===== src/rtl/ercf_pkg.sv =====
// constants for the ecg rate/filter decode and beat detector configuration
// assumes a register port with word addresses, one access per cycle
// Notes on behaviour
// - an unsupported clock/rate/cutoff combination runs as the default setting instead.
// - master clock 00 gives 512/256/128 sps, cutoff 01 gives 40.96 Hz (28.35 at 128), 10 gives 102.4 Hz.
// - master clock 01 gives 500/250/125 sps, cutoff 00 bypasses, 01 is 40.00 (27.68 at 125), 10 is 100.0, 11 is 150.0 at 500.
// - master clocks 10 and 11 support only rate code 10 (200 or 199.8 sps) with bypass or a 40.00 or 39.96 Hz cutoff.
// - beat detector configuration lives in two read/write registers, gains first, timing second.
// - window field bits 23:20 select 6 to 28 units of 8 ms in steps of two.
// - window field resets to 0011 (96 ms) and codes 1100 and above are reserved.
// - gain field bits 19:16 select a gain of two to the field for codes up to 1110.
// - gain code 1111 is auto scale, the reset default, starting at a gain of 64.
// - beat detection is active only when its enable bit 15 and the ecg channel enable are both set.
// - peak weight bits 13:12 select 2/4/8/16 and the peak average is (peak+(w-1)*avg)/w.
// - threshold scale bits 11:8 give (field+1)/16 of the peak average, default 0011.
// - hold-off bits 21:16 of the second register take 0 to 63, default 32, in detector ticks.
package ercf_pkg;
	localparam logic [6:0] ADDR_CFG_A = 7'h1d;
	localparam logic [6:0] ADDR_CFG_B = 7'h1e;
	localparam logic [23:0] CFG_A_RESET = 24'h3f_2300;
	localparam logic [23:0] CFG_B_RESET = 24'h20_2400;
	localparam logic [23:0] CFG_A_MASK = 24'hff_bf00;
	localparam logic [23:0] CFG_B_MASK = 24'h3f_3700;
	localparam int WND_LSB = 20;
	localparam int GAIN_LSB = 16;
	localparam int EN_POS = 15;
	localparam int PEAK_AVERAGE_WEIGHT_LSB = 12;
	localparam int PEAK_THRESHOLD_SCALE_LSB = 8;
	localparam int MIN_HOLDOFF_INTERVAL_LSB = 16;
	localparam logic [3:0] WND_FIRST_RESERVED = 4'hc;
	localparam logic [3:0] GAIN_AUTO = 4'hf;
	localparam logic [14:0] GAIN_AUTO_START = 15'h0040;
	localparam logic [4:0] WND_BASE_UNITS = 5'h06;
	localparam logic [1:0] RATE_DEFAULT = 2'h2;
	localparam logic [1:0] LPF_BYPASS = 2'h0;
	localparam logic [1:0] LPF_DEFAULT = 2'h1;
	// sample rates in tenths of sps, cutoffs in hundredths of hz
	localparam logic [15:0] SPS_512 = 16'h1400;
	localparam logic [15:0] SPS_256 = 16'h0a00;
	localparam logic [15:0] SPS_128 = 16'h0500;
	localparam logic [15:0] SPS_500 = 16'h1388;
	localparam logic [15:0] SPS_250 = 16'h09c4;
	localparam logic [15:0] SPS_125 = 16'h04e2;
	localparam logic [15:0] SPS_200 = 16'h07d0;
	localparam logic [15:0] SPS_199P8 = 16'h07ce;
	localparam logic [15:0] HZ_BYPASS = 16'h0000;
	localparam logic [15:0] HZ_40P96 = 16'h1000;
	localparam logic [15:0] HZ_102P4 = 16'h2800;
	localparam logic [15:0] HZ_153P6 = 16'h3c00;
	localparam logic [15:0] HZ_28P35 = 16'h0b13;
	localparam logic [15:0] HZ_40P00 = 16'h0fa0;
	localparam logic [15:0] HZ_100P0 = 16'h2710;
	localparam logic [15:0] HZ_150P0 = 16'h3a98;
	localparam logic [15:0] HZ_27P68 = 16'h0ad0;
	localparam logic [15:0] HZ_39P96 = 16'h0f9c;
endpackage


===== src/rtl/ercf_top.sv =====
// rate/cutoff decode and beat detector configuration registers
// assumes the serial host port hands over decoded word accesses on sys_clk
`timescale 1ns/1ns
module ercf_top (
	// clock and reset
	input wire logic sys_clk,
	input wire logic nrst,
	// register port
	input wire logic [6:0] reg_addr,
	input wire logic reg_wr,
	input wire logic reg_rd,
	input wire logic [23:0] reg_wdata,
	output logic [23:0] reg_rdata,
	output logic reg_rvalid,
	// settings held elsewhere
	input wire logic [1:0] master_clock_select,
	input wire logic [1:0] rate_code,
	input wire logic [1:0] lowpass_cutoff_code,
	input wire logic ecg_channel_enable,
	// effective rate and filter
	output logic [1:0] eff_rate_code,
	output logic [1:0] eff_cutoff_code,
	output logic [15:0] sample_rate_dsps,
	output logic [15:0] cutoff_chz,
	// beat detector settings
	output logic beat_detect_active,
	output logic [4:0] window_units,
	output logic [14:0] detector_gain,
	output logic gain_auto_scale,
	output logic [5:0] min_holdoff_ticks,
	// peak tracking
	input wire logic peak_valid,
	input wire logic [15:0] peak_value,
	output logic [15:0] peak_average,
	output logic [15:0] peak_threshold
);

	////////////////////////////////////////////////////////////////////////
	// decode helpers

	function automatic logic rate_ok(input logic [1:0] mc, input logic [1:0] rc);
		rate_ok = mc[1] ? (rc == 2'h2) : (rc != 2'h3);
	endfunction

	function automatic logic cut_ok(input logic [1:0] mc, input logic [1:0] rc, input logic [1:0] lc);
		case (lc)
			2'h0: cut_ok = 1'b1;
			2'h1: cut_ok = 1'b1;
			2'h2: cut_ok = !mc[1] && (rc != 2'h2);
			2'h3: cut_ok = !mc[1] && (rc == 2'h0);
			default: cut_ok = 1'b0;
		endcase
	endfunction

	logic [1:0] rate_sel;
	logic [1:0] cut_sel;
	logic [15:0] sps_sel;
	logic [15:0] hz_sel;

	always_comb begin
		rate_sel = rate_ok(master_clock_select, rate_code) ? rate_code : ercf_pkg::RATE_DEFAULT;
		cut_sel = cut_ok(master_clock_select, rate_sel, lowpass_cutoff_code) ?
			lowpass_cutoff_code : ercf_pkg::LPF_DEFAULT;
		sps_sel = ercf_pkg::SPS_128;
		hz_sel = ercf_pkg::HZ_BYPASS;
		case (master_clock_select)
			2'h0: begin
				case (rate_sel)
					2'h0: sps_sel = ercf_pkg::SPS_512;
					2'h1: sps_sel = ercf_pkg::SPS_256;
					default: sps_sel = ercf_pkg::SPS_128;
				endcase
				if (cut_sel == 2'h1) begin
					hz_sel = (rate_sel == 2'h2) ? ercf_pkg::HZ_28P35 : ercf_pkg::HZ_40P96;
				end else if (cut_sel == 2'h2) begin
					hz_sel = ercf_pkg::HZ_102P4;
				end else if (cut_sel == 2'h3) begin
					hz_sel = ercf_pkg::HZ_153P6;
				end
			end
			2'h1: begin
				case (rate_sel)
					2'h0: sps_sel = ercf_pkg::SPS_500;
					2'h1: sps_sel = ercf_pkg::SPS_250;
					default: sps_sel = ercf_pkg::SPS_125;
				endcase
				if (cut_sel == 2'h1) begin
					hz_sel = (rate_sel == 2'h2) ? ercf_pkg::HZ_27P68 : ercf_pkg::HZ_40P00;
				end else if (cut_sel == 2'h2) begin
					hz_sel = ercf_pkg::HZ_100P0;
				end else if (cut_sel == 2'h3) begin
					hz_sel = ercf_pkg::HZ_150P0;
				end
			end
			2'h2: begin
				sps_sel = ercf_pkg::SPS_200;
				hz_sel = (cut_sel == ercf_pkg::LPF_BYPASS) ? ercf_pkg::HZ_BYPASS : ercf_pkg::HZ_40P00;
			end
			default: begin
				sps_sel = ercf_pkg::SPS_199P8;
				hz_sel = (cut_sel == ercf_pkg::LPF_BYPASS) ? ercf_pkg::HZ_BYPASS : ercf_pkg::HZ_39P96;
			end
		endcase
	end

	always_ff @(posedge sys_clk or negedge nrst) begin
		if (!nrst) begin
			eff_rate_code <= ercf_pkg::RATE_DEFAULT;
			eff_cutoff_code <= ercf_pkg::LPF_DEFAULT;
			sample_rate_dsps <= ercf_pkg::SPS_128;
			cutoff_chz <= ercf_pkg::HZ_28P35;
		end else begin
			eff_rate_code <= rate_sel;
			eff_cutoff_code <= cut_sel;
			sample_rate_dsps <= sps_sel;
			cutoff_chz <= hz_sel;
		end
	end

	////////////////////////////////////////////////////////////////////////
	// configuration registers

	logic [23:0] cfg_a_reg;
	logic [23:0] cfg_b_reg;
	logic [23:0] cfg_a_next;

	localparam int WND_HI = ercf_pkg::WND_LSB + 3;
	localparam int GAIN_HI = ercf_pkg::GAIN_LSB + 3;
	localparam int PEAK_THRESHOLD_SCALE_HI = ercf_pkg::PEAK_THRESHOLD_SCALE_LSB + 3;
	localparam int PEAK_AVERAGE_WEIGHT_HI = ercf_pkg::PEAK_AVERAGE_WEIGHT_LSB + 1;
	localparam int MIN_HOLDOFF_INTERVAL_HI = ercf_pkg::MIN_HOLDOFF_INTERVAL_LSB + 5;

	always_comb begin
		cfg_a_next = reg_wdata & ercf_pkg::CFG_A_MASK;
		if (reg_wdata[WND_HI:ercf_pkg::WND_LSB] >= ercf_pkg::WND_FIRST_RESERVED) begin
			cfg_a_next[WND_HI:ercf_pkg::WND_LSB] = cfg_a_reg[WND_HI:ercf_pkg::WND_LSB];
		end
	end

	always_ff @(posedge sys_clk or negedge nrst) begin
		if (!nrst) begin
			cfg_a_reg <= ercf_pkg::CFG_A_RESET;
			cfg_b_reg <= ercf_pkg::CFG_B_RESET;
		end else if (reg_wr) begin
			if (reg_addr == ercf_pkg::ADDR_CFG_A) begin
				cfg_a_reg <= cfg_a_next;
			end
			if (reg_addr == ercf_pkg::ADDR_CFG_B) begin
				cfg_b_reg <= reg_wdata & ercf_pkg::CFG_B_MASK;
			end
		end
	end

	always_ff @(posedge sys_clk or negedge nrst) begin
		if (!nrst) begin
			reg_rdata <= 24'h00_0000;
			reg_rvalid <= 1'b0;
		end else begin
			reg_rvalid <= reg_rd;
			if (!reg_rd) begin
				reg_rdata <= 24'h00_0000;
			end else if (reg_addr == ercf_pkg::ADDR_CFG_A) begin
				reg_rdata <= cfg_a_reg;
			end else if (reg_addr == ercf_pkg::ADDR_CFG_B) begin
				reg_rdata <= cfg_b_reg;
			end else begin
				reg_rdata <= 24'h00_0000;
			end
		end
	end

	////////////////////////////////////////////////////////////////////////
	// field decode

	logic [3:0] gain_code;
	logic [3:0] gain_code_prev;
	assign gain_code = cfg_a_reg[GAIN_HI:ercf_pkg::GAIN_LSB];

	always_ff @(posedge sys_clk or negedge nrst) begin
		if (!nrst) begin
			window_units <= ercf_pkg::WND_BASE_UNITS + {ercf_pkg::CFG_A_RESET[WND_HI:ercf_pkg::WND_LSB], 1'b0};
			detector_gain <= ercf_pkg::GAIN_AUTO_START;
			gain_auto_scale <= 1'b1;
			gain_code_prev <= ercf_pkg::GAIN_AUTO;
			beat_detect_active <= 1'b0;
			min_holdoff_ticks <= ercf_pkg::CFG_B_RESET[MIN_HOLDOFF_INTERVAL_HI:ercf_pkg::MIN_HOLDOFF_INTERVAL_LSB];
		end else begin
			window_units <= ercf_pkg::WND_BASE_UNITS
				+ {cfg_a_reg[WND_HI:ercf_pkg::WND_LSB], 1'b0};
			gain_code_prev <= gain_code;
			gain_auto_scale <= (gain_code == ercf_pkg::GAIN_AUTO);
			if (gain_code != ercf_pkg::GAIN_AUTO) begin
				detector_gain <= 15'h0001 << gain_code;
			end else if (gain_code_prev != ercf_pkg::GAIN_AUTO) begin
				detector_gain <= ercf_pkg::GAIN_AUTO_START;
			end
			beat_detect_active <= cfg_a_reg[ercf_pkg::EN_POS] && ecg_channel_enable;
			min_holdoff_ticks <= cfg_b_reg[MIN_HOLDOFF_INTERVAL_HI:ercf_pkg::MIN_HOLDOFF_INTERVAL_LSB];
		end
	end

	////////////////////////////////////////////////////////////////////////
	// peak average and threshold

	logic [1:0] peak_average_weight_code;
	logic [4:0] weight_less_one;
	logic [20:0] avg_sum;
	logic [19:0] thr_prod;
	assign peak_average_weight_code = cfg_a_reg[PEAK_AVERAGE_WEIGHT_HI:ercf_pkg::PEAK_AVERAGE_WEIGHT_LSB];
	assign weight_less_one = (5'h02 << peak_average_weight_code) - 5'h01;
	assign avg_sum = {5'h00, peak_value} + 21'(weight_less_one * peak_average);
	assign thr_prod = peak_average * ({1'b0, cfg_a_reg[PEAK_THRESHOLD_SCALE_HI:ercf_pkg::PEAK_THRESHOLD_SCALE_LSB]} + 5'h01);

	always_ff @(posedge sys_clk or negedge nrst) begin
		if (!nrst) begin
			peak_average <= 16'h0000;
		end else if (peak_valid) begin
			// shift widened so weight 16 does not wrap to a shift of zero
			peak_average <= 16'(avg_sum >> ({1'b0, peak_average_weight_code} + 3'h1));
		end
	end

	always_ff @(posedge sys_clk or negedge nrst) begin
		if (!nrst) begin
			peak_threshold <= 16'h0000;
		end else begin
			peak_threshold <= thr_prod[19:4];
		end
	end

	////////////////////////////////////////////////////////////////////////
	// checks

	a_bypass_kept: assert property (@(posedge sys_clk) disable iff (!nrst)
		(lowpass_cutoff_code == 2'h0) |=> (eff_cutoff_code == 2'h0 && cutoff_chz == 16'h0000))
		else $error("bypass cutoff not kept");
	a_cutoff_default: assert property (@(posedge sys_clk) disable iff (!nrst)
		(master_clock_select == 2'h0 && rate_code == 2'h2 && lowpass_cutoff_code == 2'h3)
		|=> (eff_cutoff_code == 2'h1 && cutoff_chz == 16'h0b13))
		else $error("unsupported cutoff not substituted");
	a_cutoff_102: assert property (@(posedge sys_clk) disable iff (!nrst)
		(master_clock_select == 2'h0 && rate_code == 2'h1 && lowpass_cutoff_code == 2'h2)
		|=> (cutoff_chz == 16'h2800 && sample_rate_dsps == 16'h0a00))
		else $error("256 sps 102.4 hz wrong");
	a_cutoff_150: assert property (@(posedge sys_clk) disable iff (!nrst)
		(master_clock_select == 2'h1 && rate_code == 2'h0 && lowpass_cutoff_code == 2'h3)
		|=> (cutoff_chz == 16'h3a98 && sample_rate_dsps == 16'h1388))
		else $error("500 sps 150 hz wrong");
	a_rate_forced: assert property (@(posedge sys_clk) disable iff (!nrst)
		(master_clock_select[1] && rate_code != 2'h2) |=> (eff_rate_code == 2'h2))
		else $error("rate not forced to default");
	a_window_map: assert property (@(posedge sys_clk) disable iff (!nrst)
		##1 (window_units == 5'(6 + 2 * $past(cfg_a_reg[23:20]))))
		else $error("window width mapping wrong");
	a_window_reserved: assert property (@(posedge sys_clk) disable iff (!nrst)
		(reg_wr && reg_addr == 7'h1d && reg_wdata[23:20] >= 4'hc) |=> $stable(cfg_a_reg[23:20]))
		else $error("reserved window code stored");
	a_gain_power: assert property (@(posedge sys_clk) disable iff (!nrst)
		(cfg_a_reg[19:16] != 4'hf) |=> (detector_gain == (15'h0001 << $past(cfg_a_reg[19:16]))))
		else $error("gain not two to the code");
	a_auto_start: assert property (@(posedge sys_clk) disable iff (!nrst)
		$rose(cfg_a_reg[19:16] == 4'hf) |=> (detector_gain == 15'h0040 && gain_auto_scale))
		else $error("auto scale did not start at 64");
	a_enable_both: assert property (@(posedge sys_clk) disable iff (!nrst)
		##1 (beat_detect_active == ($past(cfg_a_reg[15]) && $past(ecg_channel_enable))))
		else $error("beat detect enable gating wrong");
	a_holdoff_copy: assert property (@(posedge sys_clk) disable iff (!nrst)
		(reg_wr && reg_addr == 7'h1e) |=> ##1 (min_holdoff_ticks == $past(reg_wdata[21:16], 2)))
		else $error("hold-off not taken from write");
	a_unused_zero: assert property (@(posedge sys_clk) disable iff (!nrst)
		((cfg_a_reg & ~24'hff_bf00) == 24'h00_0000 && (cfg_b_reg & ~24'h3f_3700) == 24'h00_0000))
		else $error("unused register bits not zero");
	a_read_valid: assert property (@(posedge sys_clk) disable iff (!nrst)
		reg_rd |=> reg_rvalid)
		else $error("read not answered");
	a_read_idle: assert property (@(posedge sys_clk) disable iff (!nrst)
		!reg_rd |=> (!reg_rvalid && reg_rdata == 24'h00_0000))
		else $error("read data not idle");
	a_read_first: assert property (@(posedge sys_clk) disable iff (!nrst)
		(reg_rd && reg_addr == 7'h1d) |=> (reg_rdata == $past(cfg_a_reg)))
		else $error("first register read wrong");
	a_read_second: assert property (@(posedge sys_clk) disable iff (!nrst)
		(reg_rd && reg_addr == 7'h1e) |=> (reg_rdata == $past(cfg_b_reg)))
		else $error("second register read wrong");
	a_write_first: assert property (@(posedge sys_clk) disable iff (!nrst)
		(reg_wr && reg_addr == 7'h1d && reg_wdata[23:20] < 4'hc) |=> (cfg_a_reg == ($past(reg_wdata) & 24'hff_bf00)))
		else $error("first register write not masked");
	a_write_second: assert property (@(posedge sys_clk) disable iff (!nrst)
		(reg_wr && reg_addr == 7'h1e) |=> (cfg_b_reg == ($past(reg_wdata) & 24'h3f_3700)))
		else $error("second register write not masked");
	a_peak_held: assert property (@(posedge sys_clk) disable iff (!nrst)
		!peak_valid |=> $stable(peak_average))
		else $error("peak average moved without a peak");
	a_weight_two: assert property (@(posedge sys_clk) disable iff (!nrst)
		(peak_valid && cfg_a_reg[13:12] == 2'h0) |=>
		(peak_average == 16'((17'($past(peak_value)) + 17'($past(peak_average))) >> 1)))
		else $error("weight two average wrong");
	a_weight_sixteen: assert property (@(posedge sys_clk) disable iff (!nrst)
		(peak_valid && cfg_a_reg[13:12] == 2'h3) |=>
		(peak_average == 16'((21'($past(peak_value)) + 21'h00_000f * 21'($past(peak_average))) >> 4)))
		else $error("weight sixteen average wrong");
	a_threshold_frac: assert property (@(posedge sys_clk) disable iff (!nrst)
		##1 (peak_threshold == 16'((20'($past(peak_average)) * ({1'b0, $past(cfg_a_reg[11:8])} + 5'h01)) >> 4)))
		else $error("threshold fraction wrong");

endmodule


===== config.mk =====
export PLATFORM = sky130hd
export DESIGN_NAME = ercf_top
export DESIGN_NICKNAME = d
export VERILOG_FILES = /design/src/rtl/ercf_pkg.sv /design/src/rtl/ercf_top.sv
export SDC_FILE = /design/constraint.sdc
export NUM_CORES = 1
export LEC_CHECK = 0
export CAP_MARGIN = 20
export CORE_UTILIZATION = 70
export DETAILED_ROUTE_END_ITERATION = 8
export DONT_BUFFER_PORTS = 1
export GPL_ROUTABILITY_DRIVEN = 0
export PLACE_DENSITY = 0.84
export SYNTH_ARGS = -nofsm -noshare
export SYNTH_HDL_FRONTEND = slang
export SYNTH_SLANG_ARGS = --single-unit

===== constraint.sdc =====
create_clock -name sys_clk -period 8.9 [get_ports sys_clk]
set_clock_uncertainty 0.1 [all_clocks]
set_input_delay 0.89 -clock sys_clk [delete_from_list [all_inputs] [get_ports sys_clk]]
set_output_delay 0.89 -clock sys_clk [all_outputs]
set_load 0.02 [all_outputs]

# Word level (Yosys, flattened, before mapping)
# Cells that the tools add are included.
[classes] reduce_logical=13 muxes=23 n_bitwise=1 magnitude_cmp=1 eq_ne=18 n_mul=2 addsub=5 n_shift=3
[ops] op="case mux 16 bit (3 select lines)" count=2
[ops] op="2-to-1 mux 14 bit" count=6
[ops] op="case mux 13 bit (2 select lines)" count=2
[ops] op="2-to-1 mux 24 bit" count=2
[ops] op="2-to-1 mux 15 bit" count=2
[ops] op="2-to-1 mux 12 bit" count=2
[ops] op="2-to-1 mux 22 bit" count=1
[ops] op="adder 16 x 21 -> 21 bit" count=1
[ops] op="multiplier 5 x 16 -> 21 bit" count=1
[ops] op=">> shifter 21 x 3 -> 16 bit" count=1
[ops] op="multiplier 16 x 5 -> 20 bit" count=1
[ops] op="<< shifter 1 x 4 -> 15 bit, first input constant" count=1
[ops] op="== test 2 bit, second input constant" count=7
[ops] op="== test 7 x 5 -> 1 bit, second input constant" count=2
[ops] op="2-to-1 mux 13 bit" count=1
[ops] op="2-to-1 mux 11 bit" count=1
[ops] op="== test 2 x 1 -> 1 bit, second input constant" count=4
[ops] op="zero test 2 bit" count=4
[ops] op="inequality test 4 bit, second input constant" count=2
[ops] op="adder 3 x 5 -> 5 bit, first input constant" count=1
[ops] op="adder 4 x 1 -> 5 bit, second input constant" count=1
[ops] op="<< shifter 2 x 2 -> 5 bit, first input constant" count=1
[ops] op="subtractor 5 x 1 -> 5 bit, second input constant" count=1
[ops] op="== test 4 bit, second input constant" count=1
[ops] op="13 further kinds" count=18
[word_totals] in_bits=59 wordCells=83 out_inout_bits=121 ff_bits=151

# Depth between registers and ports, before layout
[depth] depth_word=12 depth_mapped=20 depth_no_buf=17

# Worst setup path after synthesis
# Ideal clock, no wire load.
[synth_timing] kind="register to register" from="register cfg_a_reg[12]" to="register peak_average[14]" path_buffers=3 stages_incl_launch_ff=20 setup_ns=0.132 t_required_ns=8.668 synth_period_minus_slack_ns=5.033 arrival_time_ns=4.801 path_slack_ns=3.867 cell_sequence="dfrtp_1 > clkbuf_1 > buf_1 > or2_2 > clkbuf_1 > nand2_1 > fa_1 > inv_1 > fa_1 > inv_1 > fa_1 > inv_1 > ha_1 > a21o_1 > a2111oi_2 > o211ai_2 > a41oi_1 > mux2_2 > a211oi_2 > a211oi_2"
[synth_via] elab_chain_cells=5 elab_cells_between_ends=6 cone_classes="add/sub (3); mul (1); shift (2)"
[synth_rtl] item="start, declared" line_no="ercf_top.sv:123" source="logic [23:0] cfg_a_reg;"
[synth_rtl] item="start signal, assigned" line_no="ercf_top.sv:142" source="cfg_a_reg <= ercf_pkg::CFG_A_RESET;"
[synth_rtl] item="start signal, assigned" line_no="ercf_top.sv:146" source="cfg_a_reg <= cfg_a_next;"
[synth_rtl] item="<< shifter 2 x 2 -> 5 bit" line_no="ercf_top.sv:210" source="assign weight_less_one = (5'h02 << peak_average_weight_code) - 5'h01;"
[synth_rtl] item="subtractor 5 x 1 -> 5 bit" line_no="ercf_top.sv:210"
[synth_rtl] item="multiplier 5 x 16 -> 21 bit" line_no="ercf_top.sv:211" source="assign avg_sum = {5'h00, peak_value} + 21'(weight_less_one * peak_average);"
[synth_rtl] item="adder 16 x 21 -> 21 bit" line_no="ercf_top.sv:211"
[synth_rtl] item=">> shifter 21 x 3 -> 16 bit *" line_no="ercf_top.sv:219" source="peak_average <= 16'(avg_sum >> ({1'b0, peak_average_weight_code} + 3'h1));"
[synth_rtl] item="end signal, assigned" line_no="ercf_top.sv:219"
[synth_rtl] item="end, declared" line_no="ercf_top.sv:34" source="output logic [15:0] peak_average,"
# Mark *: on every way between the ends. The rest lies on a longest branch, timed or not.
# A chain may end at the register's enable or synchronous reset.

# Worst setup path after layout
[layout_timing] from="register cfg_a_reg[13]" to="register peak_average[14]"
# The elaborated chain is that of the path after synthesis.

==> flow_summary_export.csv <==
group,metric,value,unit
logic_synthesis,synth.cell_area,10300,µm²
global_routing,antenna_found_initial,0,
worst_setup_path,start_kind,"flip-flop",
floorplanning,die_area,15200,µm²
global_routing,grt_pass1_wl,36600,µm
timing,finalCriticalPeriod,5.62,ns
routing,vias,7367,
hold_path,min_path_type,"in -> async",
run,maxCapViolCount,0,
logic_synthesis,synthFlopType,"dfrtp_1",
layout,post-route-util,77.8,%
worst_setup_path,slowest_stage,"dfstp_2",
worst_setup_path,cp_max_fo,47,
floorplanning,row_count,43,
timing,hold_violations,0,
clock_network,cts_made_buffers,17,
logic_synthesis,synth.ff_latch_count,134,
worst_setup_path,worstSetupPathType,"reg -> reg",
floorplanning,io_pins,180,
placement,portBuffers,0,
routing,dr.pass1.iters,5,
timing,worstMarginPinSlew,0.831,ns
logic_synthesis,yosysSeqAreaShare,32.9,%
logic_synthesis,ys_warn_count,0,
layout,fin_nets,1247,
routing,wire_per_inst,18.3,µm
timing,slew_violations,0,
timing,fmax,0.178,GHz
routing,drc_errors,0,
clock_network,cts_resized,0,
timing,slew_headroom,44.6,%
floorplanning,core,14100,µm²
routing,dr.first_iter.drc_count,584,
logic_synthesis,synth_cell_type_count,71,
timing,min_period_over_period,63.2,%
status,status,"finished clean",
layout,reg_top3,"peak_average: 16 flops, peak_threshold: 16 flops",
clock_network,insertion_delay,0.42,ns
timing,setup_viol,0,
clock_network,clk_pin_slew,0.06,ns
timing,fin_setup_tns,0,ns
timing,worst_slack,3.28,ns
worst_setup_path,cp_cell_sequence,"or2_2 -> nand2_1 -> fa_1 -> inv_1 -> fa_1 -> inv_1 -> fa_1 -> inv_1 -> ha_1 -> a21o_1 -> a2111oi_2 -> o211ai_2 -> a41oi_1 -> mux2_2 -> a211oi_2 -> a211oi_2",
worst_setup_path,end_kind,"flip-flop",
clock_network,clk_path_buf_depth,2,
clock_network,cts_hold_buf,0,
logic_synthesis,avgSynthCellArea,9.87,µm²
placement,place_ws,3.37,ns
global_routing,grt_use_total,31.9,%
worst_setup_path,critPathLaunch,"cfg_a_reg[13]",
layout,syn2layout_area_growth,6.58,%
clock_network,cts_setup_buffers,0,
layout,drive_gt1_share,10.4,%
worst_setup_path,required,9.09,ns
floorplanning,start_util,73.0,%
placement,hpwl,15800,µm
floorplanning,die_x,123,µm
global_routing,gr-total-overflow,0,
logic_synthesis,syn-instance-count,1043,
global_routing,grt_pass1_vias,7495,
logic_synthesis,synth_top_area_share,25.3,%
worst_setup_path,crit_arrival,5.82,ns
clock_network,cts_tree,"yes",
timing,rsz0062_at_grt,"false",
floorplanning,die_h,123,µm
global_routing,grt_max_degree,135,
logic_synthesis,synth_edf_count,0,
clock_network,clock-sinks,134,
clock_network,htree_levels,4,
routing,finalWirelength,22500,µm
layout,antennaDiodeCount,0,
worst_setup_path,r2r-start,"cfg_a_reg[13]",
routing,ant_nets,0,
logic_synthesis,yosysTopAreaCell,"dfrtp_1",
worst_setup_path,slowest_delay,1.08,ns
layout,fillers,896,
logic_synthesis,synthArstFlopShare,100,%
routing,viasPerCell,5.99,
clock_network,root_buffer,"clkbuf_16",
logic_synthesis,yosys-top-cells-area,"dfrtp_1, fa_1, dfstp_2",
==> final timing paths <==
kind / end / slack [ns] / cells past startpoint
worst max-delay path: peak_average[14] / 3.28 / 16
worst min-delay path: peak_threshold[1] / 0.06 / 0
worst max register to register: peak_average[14] / 3.28 / 16
worst min register to register: min_holdoff_ticks[5] / 0.28 / 0
max in group asynchronous: cfg_a_reg[13] / 8.32 / 0
min in group sys_clk: min_holdoff_ticks[5] / 0.28 / 0
==> cell type report <==
cell class                 instances  area [µm²]  share of cell area (%)
multi-input combinational        729        6160                    56.2
sequential                       134        3390                    30.9
tap                              180         225                    2.05
clock inverter                    14         165                    1.51
inverter                         151         567                    5.17
clock buffer                      18         439                    4.00
timing repair buffer               3        22.5                   0.205
==> per-layer routing <==
metal / share of wire [%] / up-vias / track usage [%] / routed length, µm
li1: - / 3313 / - / -
met5: 0 / - / 0 / 0
met1: 40 / 3695 / 41.1 / 9090
met3: 6.8 / 53 / 7.24 / 1520
met4: 2.6 / 0 / 12.0 / 591
met2: 50 / 306 / 52.7 / 11300
==> cell usage after synthesis (all sizes together), types with 4 or more instances <==
library cell / number
a211oi: 12
a21o: 9
a21oi: 44
a22o: 12
a31oi: 10
and2: 68
and3: 18
buf: 20
clkbuf: 38
dfrtp: 104
dfstp: 30
fa: 97
ha: 55
inv: 151
mux2: 20
mux2i: 13
nand2: 89
nand2b: 17
nand3: 8
nand4: 5
nor2: 70
nor2b: 16
nor3: 16
o211ai: 5
o21a: 8
o21ai: 23
o22ai: 4
or2: 4
xnor2: 26
xor2: 8
==> cell usage in the layout, fill, tap and decap left out, types with 13 or more instances in the layout <==
cell type  Yosys  layout
o21ai_0       20      20
dfstp_2       30      30
ha_1          55      55
nand2b_1      17      17
clkbuf_16      0      17
conb_1         2      31
fa_1          97      97
mux2i_1       13      13
nor2b_1       16      16
nor2_1        70      70
and3_1        17      17
mux2_2        20      20
dfrtp_1      104     104
a21oi_1       43      43
and2_1        67      67
xnor2_1       26      26
inv_1        151     151
nand2_1       88      88
nor3_1        16      16
==> cell families after synthesis <==
family	count (synthesis)	synth area share [%]
AO/OA/AOI/OAI	155	10.6
XOR/XNOR	34	2.89
adder cells (fa/ha/maj)	152	25.5
buffers and inverters	209	8.27
flip-flops	134	32.9
multiplexers	35	3.89
other	2	0.0730
AND/OR/NAND/NOR	322	15.8
==> worst max-delay path, delay by kind of cell (launching register included) <==
family                   cells  cell delay (ns)
multiplexers                 1             0.37
AND/OR/NAND/NOR              2             0.57
adder cells (fa/ha/maj)      4             1.92
flip-flops                   1             1.08
buffers and inverters        3             0.16
AO/OA/AOI/OAI                6             1.29
==> stage by stage <==
step	std cells	hold slack [ns]	instance area, µm²
after CTS	1229	0.0446	11000
after floorplan	1072	0.253	10400
final	1229	0.0604	11000
after detailed placement	1197	0.264	10400
after global routing	1229	0.0456	11000
after global placement	1197	0.263	10400
Power is left out: the tool's default activity adds up to more than one toggle a clock period on the data nets, which glitch-free logic cannot reach.
